--- src/rtl/dlc_defines.svh ---
// Register offsets, field positions and timing counts for the DLL/clock-change block.
// Included by the design, the controller model and the bench; holds macros only.
`ifndef DLC_DEFINES_SVH
`define DLC_DEFINES_SVH

`define DLC_REG_STATUS 4'h0
`define DLC_REG_CTRL 4'h4

`define DLC_ST_DLL_ON 0
`define DLC_ST_LOCKED 1
`define DLC_ST_SREF 2
`define DLC_ST_PDN 3
`define DLC_ST_CLK_IGN 4
`define DLC_ST_READY 5
`define DLC_ST_LAT_OK 6
`define DLC_ST_ERR_EARLY 8
`define DLC_ST_ERR_CLK 9
`define DLC_CTRL_LAT_CHK 0

// Mode register fields on the address pins
`define DLC_MR1_DLL_DIS 0
`define DLC_MR0_DLL_RST 8
`define DLC_CL6_CODE 4'h4
`define DLC_CWL6_CODE 3'h1

// Command codes {cs_b, ras_b, cas_b, we_b}
`define DLC_CMD_MRS 4'h0
`define DLC_CMD_REF 4'h1
`define DLC_CMD_ZQ 4'h6
`define DLC_CMD_NOP 4'h7

// Timing in link clock cycles (nCK); DLC_PER_TOL is in system clock cycles
`define DLC_T_MRD 4
`define DLC_T_MOD 12
`define DLC_T_XS 64
`define DLC_T_XP 4
`define DLC_T_DLLK 512
`define DLC_T_CKSRE 5
`define DLC_T_CKSRX 5
`define DLC_PER_TOL 8'h01

`endif

--- src/rtl/dlc_pkg.sv ---
// Types shared by the DLL/clock-change block.
// Constants live in dlc_defines.svh.
package dlc_pkg;
  typedef enum logic [1:0] {DLC_IDLE, DLC_SREF, DLC_PDN} dlc_state_t;
endpackage

--- src/rtl/dlc_dll_clock_change.sv ---
// DRAM-side DLL on/off and input clock rate change tracking.
// Assumes link pins arrive asynchronously; the memory clock is sampled, not used as a clock.
// Operation
// - MR1 A0 high disables DLL until written low; tMOD before self-refresh (self-refresh entry is not checked against tMOD here).
// - After last DLL-off mode write, next command accepted after tMOD.
// - After tXS, MR1 A0 written low re-enables the DLL.
// - After tMRD, MR0 A8 high starts a DLL reset.
// - In self-refresh past tCKSRE the device ignores the clock.
// - During re-lock ODT low, CKE high; after lock runs at new rate. ODT is synchronised but never used here.
// - DLL-off mode needs only CAS latency 6 with write latency 6.
`timescale 1ns/1ps
`include "dlc_defines.svh"

module dlc_dll_clock_change #(
  parameter int T_MRD = `DLC_T_MRD,
  parameter int T_MOD = `DLC_T_MOD,
  parameter int T_XS = `DLC_T_XS,
  parameter int T_XP = `DLC_T_XP,
  parameter int T_DLLK = `DLC_T_DLLK,
  parameter int T_CKSRE = `DLC_T_CKSRE,
  parameter int T_CKSRX = `DLC_T_CKSRX
) (
  // System
  input wire logic clock,
  input wire logic rst_b,
  // Memory link pins
  input wire logic mem_ck,
  input wire logic mem_cke,
  input wire logic mem_odt,
  input wire logic mem_cs_b,
  input wire logic mem_ras_b,
  input wire logic mem_cas_b,
  input wire logic mem_we_b,
  input wire logic [2:0] mem_ba,
  input wire logic [13:0] mem_addr,
  // Register port
  input wire logic [3:0] reg_addr,
  input wire logic [15:0] reg_wdata,
  input wire logic reg_wr,
  input wire logic reg_rd,
  output logic [15:0] reg_rdata,
  // Status
  output logic dll_on,
  output logic dll_locked,
  output logic self_refresh,
  output logic power_down,
  output logic clk_ignored,
  output logic cmd_ready
);
  localparam int PW = 24;
  localparam int CW = 10;

  function automatic logic cmd_is(input logic [3:0] c, input logic [3:0] p);
    return c == p;
  endfunction

  // Two-flop synchronisers for every pin
  logic [PW-1:0] pin_meta;
  logic [PW-1:0] pin_sync;
  logic ck_prev;
  always_ff @(posedge clock or negedge rst_b) begin
    if (!rst_b) begin
      pin_meta <= '0;
      pin_sync <= '0;
      ck_prev <= 1'b0;
    end else begin
      pin_meta <= {mem_ck, mem_cke, mem_odt, mem_cs_b, mem_ras_b, mem_cas_b, mem_we_b,
                   mem_ba, mem_addr};
      pin_sync <= pin_meta;
      ck_prev <= pin_sync[23];
    end
  end

  logic ck_rise;
  logic s_cke;
  logic [3:0] s_cmd;
  logic [2:0] s_ba;
  logic [13:0] s_addr;
  assign ck_rise = pin_sync[23] && !ck_prev;
  assign s_cke = pin_sync[22];
  assign s_cmd = pin_sync[20:17];
  assign s_ba = pin_sync[16:14];
  assign s_addr = pin_sync[13:0];

  logic cke_prev;
  logic cmd_live;
  logic is_mrs;
  logic is_ref;
  assign cmd_live = ck_rise && cke_prev && s_cke;
  assign is_mrs = cmd_live && cmd_is(s_cmd, `DLC_CMD_MRS);
  assign is_ref = ck_rise && cke_prev && !s_cke && cmd_is(s_cmd, `DLC_CMD_REF);

  always_ff @(posedge clock or negedge rst_b) begin
    if (!rst_b) cke_prev <= 1'b0;
    else if (ck_rise) cke_prev <= s_cke;
  end

  // Power state
  dlc_pkg::dlc_state_t state;
  logic exit_now;
  assign exit_now = ck_rise && !cke_prev && s_cke && (state != dlc_pkg::DLC_IDLE);
  always_ff @(posedge clock or negedge rst_b) begin
    if (!rst_b) begin
      state <= dlc_pkg::DLC_IDLE;
    end else if (ck_rise) begin
      case (state)
        dlc_pkg::DLC_IDLE: begin
          if (is_ref) state <= dlc_pkg::DLC_SREF;
          else if (cke_prev && !s_cke) state <= dlc_pkg::DLC_PDN;
        end
        dlc_pkg::DLC_SREF, dlc_pkg::DLC_PDN: begin
          if (s_cke) state <= dlc_pkg::DLC_IDLE;
        end
        default: state <= dlc_pkg::DLC_IDLE;
      endcase
    end
  end

  // Edges since entry; past tCKSRE the clock may change
  logic [CW-1:0] sre_cnt;
  always_ff @(posedge clock or negedge rst_b) begin
    if (!rst_b) sre_cnt <= '0;
    else if (state == dlc_pkg::DLC_IDLE) sre_cnt <= '0;
    else if (ck_rise && sre_cnt != CW'(T_CKSRE)) sre_cnt <= sre_cnt + 1'b1;
  end

  // Period monitor: count edges with an unchanged period before exit
  logic [7:0] per_cnt;
  logic [7:0] per_last;
  logic [CW-1:0] stable_cnt;
  logic per_match;
  assign per_match = (per_cnt - per_last <= `DLC_PER_TOL) || (per_last - per_cnt <= `DLC_PER_TOL);
  always_ff @(posedge clock or negedge rst_b) begin
    if (!rst_b) begin
      per_cnt <= '0;
      per_last <= '0;
      stable_cnt <= '0;
    end else if (ck_rise) begin
      per_cnt <= 8'h01;
      per_last <= per_cnt;
      if (!per_match) stable_cnt <= '0;
      else if (stable_cnt != CW'(T_CKSRX)) stable_cnt <= stable_cnt + 1'b1;
    end else if (per_cnt != 8'hff) begin
      per_cnt <= per_cnt + 8'h01;
    end
  end

  // Busy timers: mode write spacing and exit recovery
  logic [CW-1:0] mod_cnt;
  logic [CW-1:0] mrd_cnt;
  logic [CW-1:0] xs_cnt;
  // mode writes need only tMRD between them
  always_ff @(posedge clock or negedge rst_b) begin
    if (!rst_b) mrd_cnt <= '0;
    else if (is_mrs) mrd_cnt <= CW'(T_MRD);
    else if (ck_rise && mrd_cnt != '0) mrd_cnt <= mrd_cnt - 1'b1;
  end
  always_ff @(posedge clock or negedge rst_b) begin
    if (!rst_b) mod_cnt <= '0;
    else if (is_mrs) mod_cnt <= CW'(T_MOD);
    else if (ck_rise && mod_cnt != '0) mod_cnt <= mod_cnt - 1'b1;
  end
  always_ff @(posedge clock or negedge rst_b) begin
    if (!rst_b) xs_cnt <= '0;
    else if (exit_now) xs_cnt <= (state == dlc_pkg::DLC_SREF) ? CW'(T_XS) : CW'(T_XP);
    else if (ck_rise && xs_cnt != '0) xs_cnt <= xs_cnt - 1'b1;
  end

  // Mode bits held by the device
  logic [3:0] cl_code;
  logic [2:0] cwl_code;
  logic [CW-1:0] dllk_cnt;
  always_ff @(posedge clock or negedge rst_b) begin
    if (!rst_b) dll_on <= 1'b1;
    else if (is_mrs && s_ba == 3'h1) dll_on <= !s_addr[`DLC_MR1_DLL_DIS];
  end
  always_ff @(posedge clock or negedge rst_b) begin
    if (!rst_b) begin
      cl_code <= `DLC_CL6_CODE;
      cwl_code <= `DLC_CWL6_CODE;
    end else if (is_mrs && s_ba == 3'h0) begin
      cl_code <= {s_addr[6:4], s_addr[2]};
    end else if (is_mrs && s_ba == 3'h2) begin
      cwl_code <= s_addr[5:3];
    end
  end
  always_ff @(posedge clock or negedge rst_b) begin
    if (!rst_b) dllk_cnt <= '0;
    else if (is_mrs && s_ba == 3'h0 && s_addr[`DLC_MR0_DLL_RST]) dllk_cnt <= CW'(T_DLLK);
    else if (ck_rise && dllk_cnt != '0) dllk_cnt <= dllk_cnt - 1'b1;
  end
  // Relock only completes with the DLL enabled; disabling drops lock at once
  always_ff @(posedge clock or negedge rst_b) begin
    if (!rst_b) dll_locked <= 1'b0;
    else if (!dll_on || (is_mrs && s_ba == 3'h1)) dll_locked <= 1'b0;
    else if (is_mrs && s_ba == 3'h0 && s_addr[`DLC_MR0_DLL_RST]) dll_locked <= 1'b0;
    else if (ck_rise && dllk_cnt == CW'(1)) dll_locked <= 1'b1;
  end

  // Status outputs
  always_ff @(posedge clock or negedge rst_b) begin
    if (!rst_b) begin
      self_refresh <= 1'b0;
      power_down <= 1'b0;
      clk_ignored <= 1'b0;
      cmd_ready <= 1'b0;
    end else begin
      self_refresh <= state == dlc_pkg::DLC_SREF;
      power_down <= state == dlc_pkg::DLC_PDN;
      clk_ignored <= state == dlc_pkg::DLC_SREF && sre_cnt == CW'(T_CKSRE);
      cmd_ready <= state == dlc_pkg::DLC_IDLE && mod_cnt == '0 && xs_cnt == '0 && !is_mrs;
    end
  end

  // Latency check for DLL-off mode
  logic lat_chk;
  logic lat_ok;
  always_ff @(posedge clock or negedge rst_b) begin
    if (!rst_b) lat_ok <= 1'b1;
    else lat_ok <= dll_on || !lat_chk || (cl_code == `DLC_CL6_CODE && cwl_code == `DLC_CWL6_CODE);
  end

  // Sticky errors; a new event wins over a software clear
  logic err_early;
  logic err_clk;
  logic clr_wr;
  logic early_ev;
  logic clk_ev;
  assign clr_wr = reg_wr && reg_addr == `DLC_REG_STATUS;
  // Mode writes are spaced by tMRD, any other CKE-high command except NOP or deselect by tMOD
  assign early_ev = cmd_live && !cmd_is(s_cmd, `DLC_CMD_NOP) && s_cmd[3] == 1'b0 &&
                    (xs_cnt != '0 ||
                     (cmd_is(s_cmd, `DLC_CMD_MRS) ? mrd_cnt != '0 : mod_cnt != '0));
  assign clk_ev = exit_now && sre_cnt == CW'(T_CKSRE) && stable_cnt != CW'(T_CKSRX);
  always_ff @(posedge clock or negedge rst_b) begin
    if (!rst_b) err_early <= 1'b0;
    else if (early_ev) err_early <= 1'b1;
    else if (clr_wr && reg_wdata[`DLC_ST_ERR_EARLY]) err_early <= 1'b0;
  end
  always_ff @(posedge clock or negedge rst_b) begin
    if (!rst_b) err_clk <= 1'b0;
    else if (clk_ev) err_clk <= 1'b1;
    else if (clr_wr && reg_wdata[`DLC_ST_ERR_CLK]) err_clk <= 1'b0;
  end

  // Register port
  always_ff @(posedge clock or negedge rst_b) begin
    if (!rst_b) lat_chk <= 1'b1;
    else if (reg_wr && reg_addr == `DLC_REG_CTRL) lat_chk <= reg_wdata[`DLC_CTRL_LAT_CHK];
  end
  always_ff @(posedge clock or negedge rst_b) begin
    if (!rst_b) begin
      reg_rdata <= '0;
    end else if (reg_rd) begin
      case (reg_addr)
        `DLC_REG_STATUS: reg_rdata <= {6'h00, err_clk, err_early, 1'b0, lat_ok, cmd_ready,
                                       clk_ignored, power_down, self_refresh, dll_locked, dll_on};
        `DLC_REG_CTRL: reg_rdata <= {15'h0000, lat_chk};
        default: reg_rdata <= '0;
      endcase
    end else begin
      reg_rdata <= '0;
    end
  end
endmodule

--- config.mk ---
export PLATFORM = sky130hd
export DESIGN_NAME = dlc_dll_clock_change
export DESIGN_NICKNAME = d
export VERILOG_FILES = /design/src/rtl/dlc_pkg.sv /design/src/rtl/dlc_dll_clock_change.sv
export VERILOG_INCLUDE_DIRS = /design/src /design/src/rtl
export SDC_FILE = /design/constraint.sdc
export NUM_CORES = 1
export LEC_CHECK = 0
export BUFFER_PORTS_ARGS = -buffer_cell sky130_fd_sc_hd__buf_2
export CORE_AREA = 3 3 133 135
export DETAILED_ROUTE_END_ITERATION = 10
export DIE_AREA = 0 0 136 138
export GPL_ROUTABILITY_DRIVEN = 0
export GPL_TIMING_DRIVEN = 1
export PLACE_DENSITY = 0.57
export SLEW_MARGIN = 20
export SYNTH_ARGS = -nofsm -noshare
export SYNTH_HDL_FRONTEND = slang
export SYNTH_SLANG_ARGS = --single-unit
--- constraint.sdc ---
create_clock -name clock -period 5.5 [get_ports clock]
set_clock_uncertainty 0.2 [all_clocks]
set_input_delay 0.55 -clock clock [delete_from_list [all_inputs] [get_ports clock]]
set_output_delay 0.55 -clock clock [all_outputs]
set_load 0.005 [all_outputs]
==> impl_metrics.tcl <==
set metrics [dict create \
    outcome "finished, violations left" \
    violations "hold timing" \
    fmax_mhz 322 \
    grt_pass1_wl_mm 21.4 \
    synth_top_area_cell "dfrtp_1" \
    first_pass_iters 5 \
    synthCells 627 \
    fin_setup_tns_ns 0 \
    yosys-top-cells-area "dfrtp_1 (50%), ha_1 (5.1%), nor2_1 (4.3%)" \
    cts_tree "yes" \
    post_cts_buffers 0 \
    hpwl_mm 8.74 \
    layout-drive-gt1-share_pct 16.9 \
    stdcell_area_um2 7620 \
    htree_levels 4 \
    power.total_w 0.00343 \
    grt_pass1_vias 4594 \
    viasPerCell 5.07 \
    grt.overflow.total 0 \
    grt_use_total_pct 13.9 \
    die_w_um 136 \
    numClockSinks 138 \
    hold_class "in2async" \
    seq_power_share_pct 40.9 \
    whs_ns -0.0333 \
    cp_cell_sequence "inv_1 > ha_1 > inv_1 > fa_1 > a21o_1 > a21oi_1 > mux2i_1 > a211oi_2 > a32oi_1 > buf_4 > o21ai_0 > a32o_1" \
    critPathMaxFanout 11 \
    slew_headroom_pct 48.9 \
    insertion_delay_ns 0.42 \
    switchingPower_w 0.00116 \
    p_sw_share_pct 33.8 \
    maxCapViolCount 0 \
    wire_per_inst_um 13.6 \
    cts_hold_buf 0 \
    synth_warnings 0 \
    drcViolationCount 0 \
    routed-via-count 4600 \
    antenna_left 0 \
    critPathLaunchType "flop" \
    setup_violations 0 \
    fin_crit_ns 3.11 \
    wl_mm 12.3 \
    rrSetupSlack_ns 2.39 \
    powerDensity_nw_per_um2 450 \
    r2r_end "stable_cnt[1]" \
    io_pins 70 \
    drt-initial-drc-count 184 \
    grt_max_degree 87 \
    ys.flop_type "dfrtp_1" \
    p_clk_share_pct 32.8 \
    crit_arrival_ns 3.21 \
    antenna_found_initial 0 \
    worstReg2RegStart "per_cnt[0]" \
    area_growth_pct 15.1 \
    ys_types 71 \
    regArea_um2 3460 \
    clk_pin_slew_worst_paths_ns 0.06 \
    cp_num_buf_inv 3 \
    num_rows 47 \
    vdd_drop_max_mv 0.223 \
    io_buffers 41 \
    worst_pin_slew_ns 0.767 \
    max_stage_delay_ns 0.44 \
    dieArea_um2 18800 \
    hold_viol_final 26 \
    synth_seq_cells 138 \
    synth_edf_count 0 \
    ys_seq_area_share_pct 52.3 \
    path_common_cell "inv_1" \
    cts.path.max_buffers 2 \
    slowest_stage "dfrtp_1" \
    cts_buffers 17 \
    rsz0062_at_grt "no" \
    fill_cells 1598 \
    p_int_w 0.00227 \
    critPathRequiredTime_ns 5.60 \
    crit_type "reg2reg" \
    finalNetCount 751 \
    ctsResizeCount 0 \
    report.final.slew_viol_count 0 \
    dpl-instance-area_um2 7030 \
    multi_input_area_um2 2910 \
    synth_top_area_share_pct 50.3 \
    antennaDiodeCount 0 \
    combPwrFrac_pct 26.3 \
    root_buffer "clkbuf_16" \
    syn_area_um2 6620 \
    synthArstFlopShare_pct 100 \
    synth_area_per_cell_um2 10.6 \
    end_kind "flop" \
    min_period_over_period_pct 56.5 \
    leakagePower_nw 3.49 \
    die_h_um 138 \
    core_area_um2 16600 \
    crit_family "compound AO/OA/AOI/OAI gates" \
    initial_core_util_pct 39.9 \
    r2r_cells 12 \
]
[cell usage after synthesis (7+ instances only)]
cell,instances
or3_1,9
a31oi_1,7
nand3_1,12
nand2_1,55
ha_1,27
xnor2_1,22
a21o_1,9
o21ai_0,27
and3_1,11
a211oi_1,8
mux2_2,10
nor2b_1,7
xor2_1,19
and2_1,10
nor2_1,75
buf_4,8
nor3_1,17
a21oi_1,24
clkbuf_1,8
inv_1,36
dfrtp_1,133
[logic make-up (layout without fill, tap and decap cells)]
group                    count (synthesis)  count (layout)  synth area share (%)
AO/OA/AOI/OAI                          103             103                  10.5
buffers and inverters                   60             114                  4.18
flip-flops                             138             138                  52.3
AND/OR/NAND/NOR                        240             240                  19.4
other                                    1               7                0.0566
adder cells (fa/ha/maj)                 29              29                  5.71
XOR/XNOR                                41              41                  5.42
multiplexers                            15              15                  2.46
[layer usage]
layer	share of wire [%]	vias to the layer above	track usage, %
met4	2.6	0	6.47
met3	2.6	25	2.94
li1	-	2244	-
met2	49	69	22.8
met1	45	2262	17.6
met5	0	-	0
[sequential cells by signal, indices dropped and copies added, names as in the netlist, 2 cells and up]
register    cells
cl_code         4
per_cnt         8
sre_cnt        10
cwl_code        3
state           2
mrd_cnt        10
per_last        8
pin_meta       16
pin_sync       16
reg_rdata       9
mod_cnt        10
dllk_cnt       10
stable_cnt     10
xs_cnt         10
[power groups by stage]
stage	clock (W)	sequential, W	combinational, W
finish	0.00112	0.00140	0.000900
global route	0.00120	0.00144	0.00102
CTS	0.00116	0.00140	0.000908
detailed placement	0	0.00142	0.000901
global placement	0	0.00141	0.000855
floorplan	0	0.00138	0.000730
[worst max-delay path by stage]
| stage | to | startpoint | slack, ns | cells past startpoint |
|---|---|---|---|---|
| after floorplan | stable_cnt[4] | per_cnt[0] | 2.80 | 12 |
| after global placement | stable_cnt[1] | per_cnt[0] | 2.51 | 12 |
| after detailed placement | stable_cnt[1] | per_cnt[0] | 2.42 | 12 |
| after CTS | stable_cnt[1] | per_cnt[0] | 2.40 | 12 |
| after global routing | stable_cnt[1] | per_cnt[0] | 2.21 | 12 |
| final | stable_cnt[1] | per_cnt[0] | 2.39 | 12 |
[metrics by stage]
stage               std cells  worst slack [ns]  utilization (%)
floorplan                 633              2.80                -
global placement          875              2.51             42.4
detailed placement        875              2.42             42.4
CTS                       907              2.40             45.9
global route              907              2.21             45.9
finish                    907              2.39             45.9
[cell type report]
type	count	area share, %
Sequential cell	138	45.4
Multi-Input combinational cell	435	38.2
Clock buffer	18	5.77
Tap cell	220	3.61
Timing Repair Buffer	46	3.27
Clock inverter	14	1.97
Inverter	36	1.77
[cell usage in the layout, fill, tap and decap left out, types with 6 or more instances in the layout]
cell	instances
xor2_1	19
or3_1	9
dfrtp_1	133
clkbuf_16	17
nand2_1	55
and3_1	11
buf_2	40
a31oi_1	7
and2_1	10
a21oi_1	24
conb_1	7
nand3_1	12
nor2b_1	6
nor2_1	75
xnor2_1	22
o21ai_0	27
a21o_1	9
inv_6	7
ha_1	27
inv_1	36
nor3_1	17
a211oi_1	8
mux2_2	10
No activity file was read; power rests on OpenSTA's default activity.
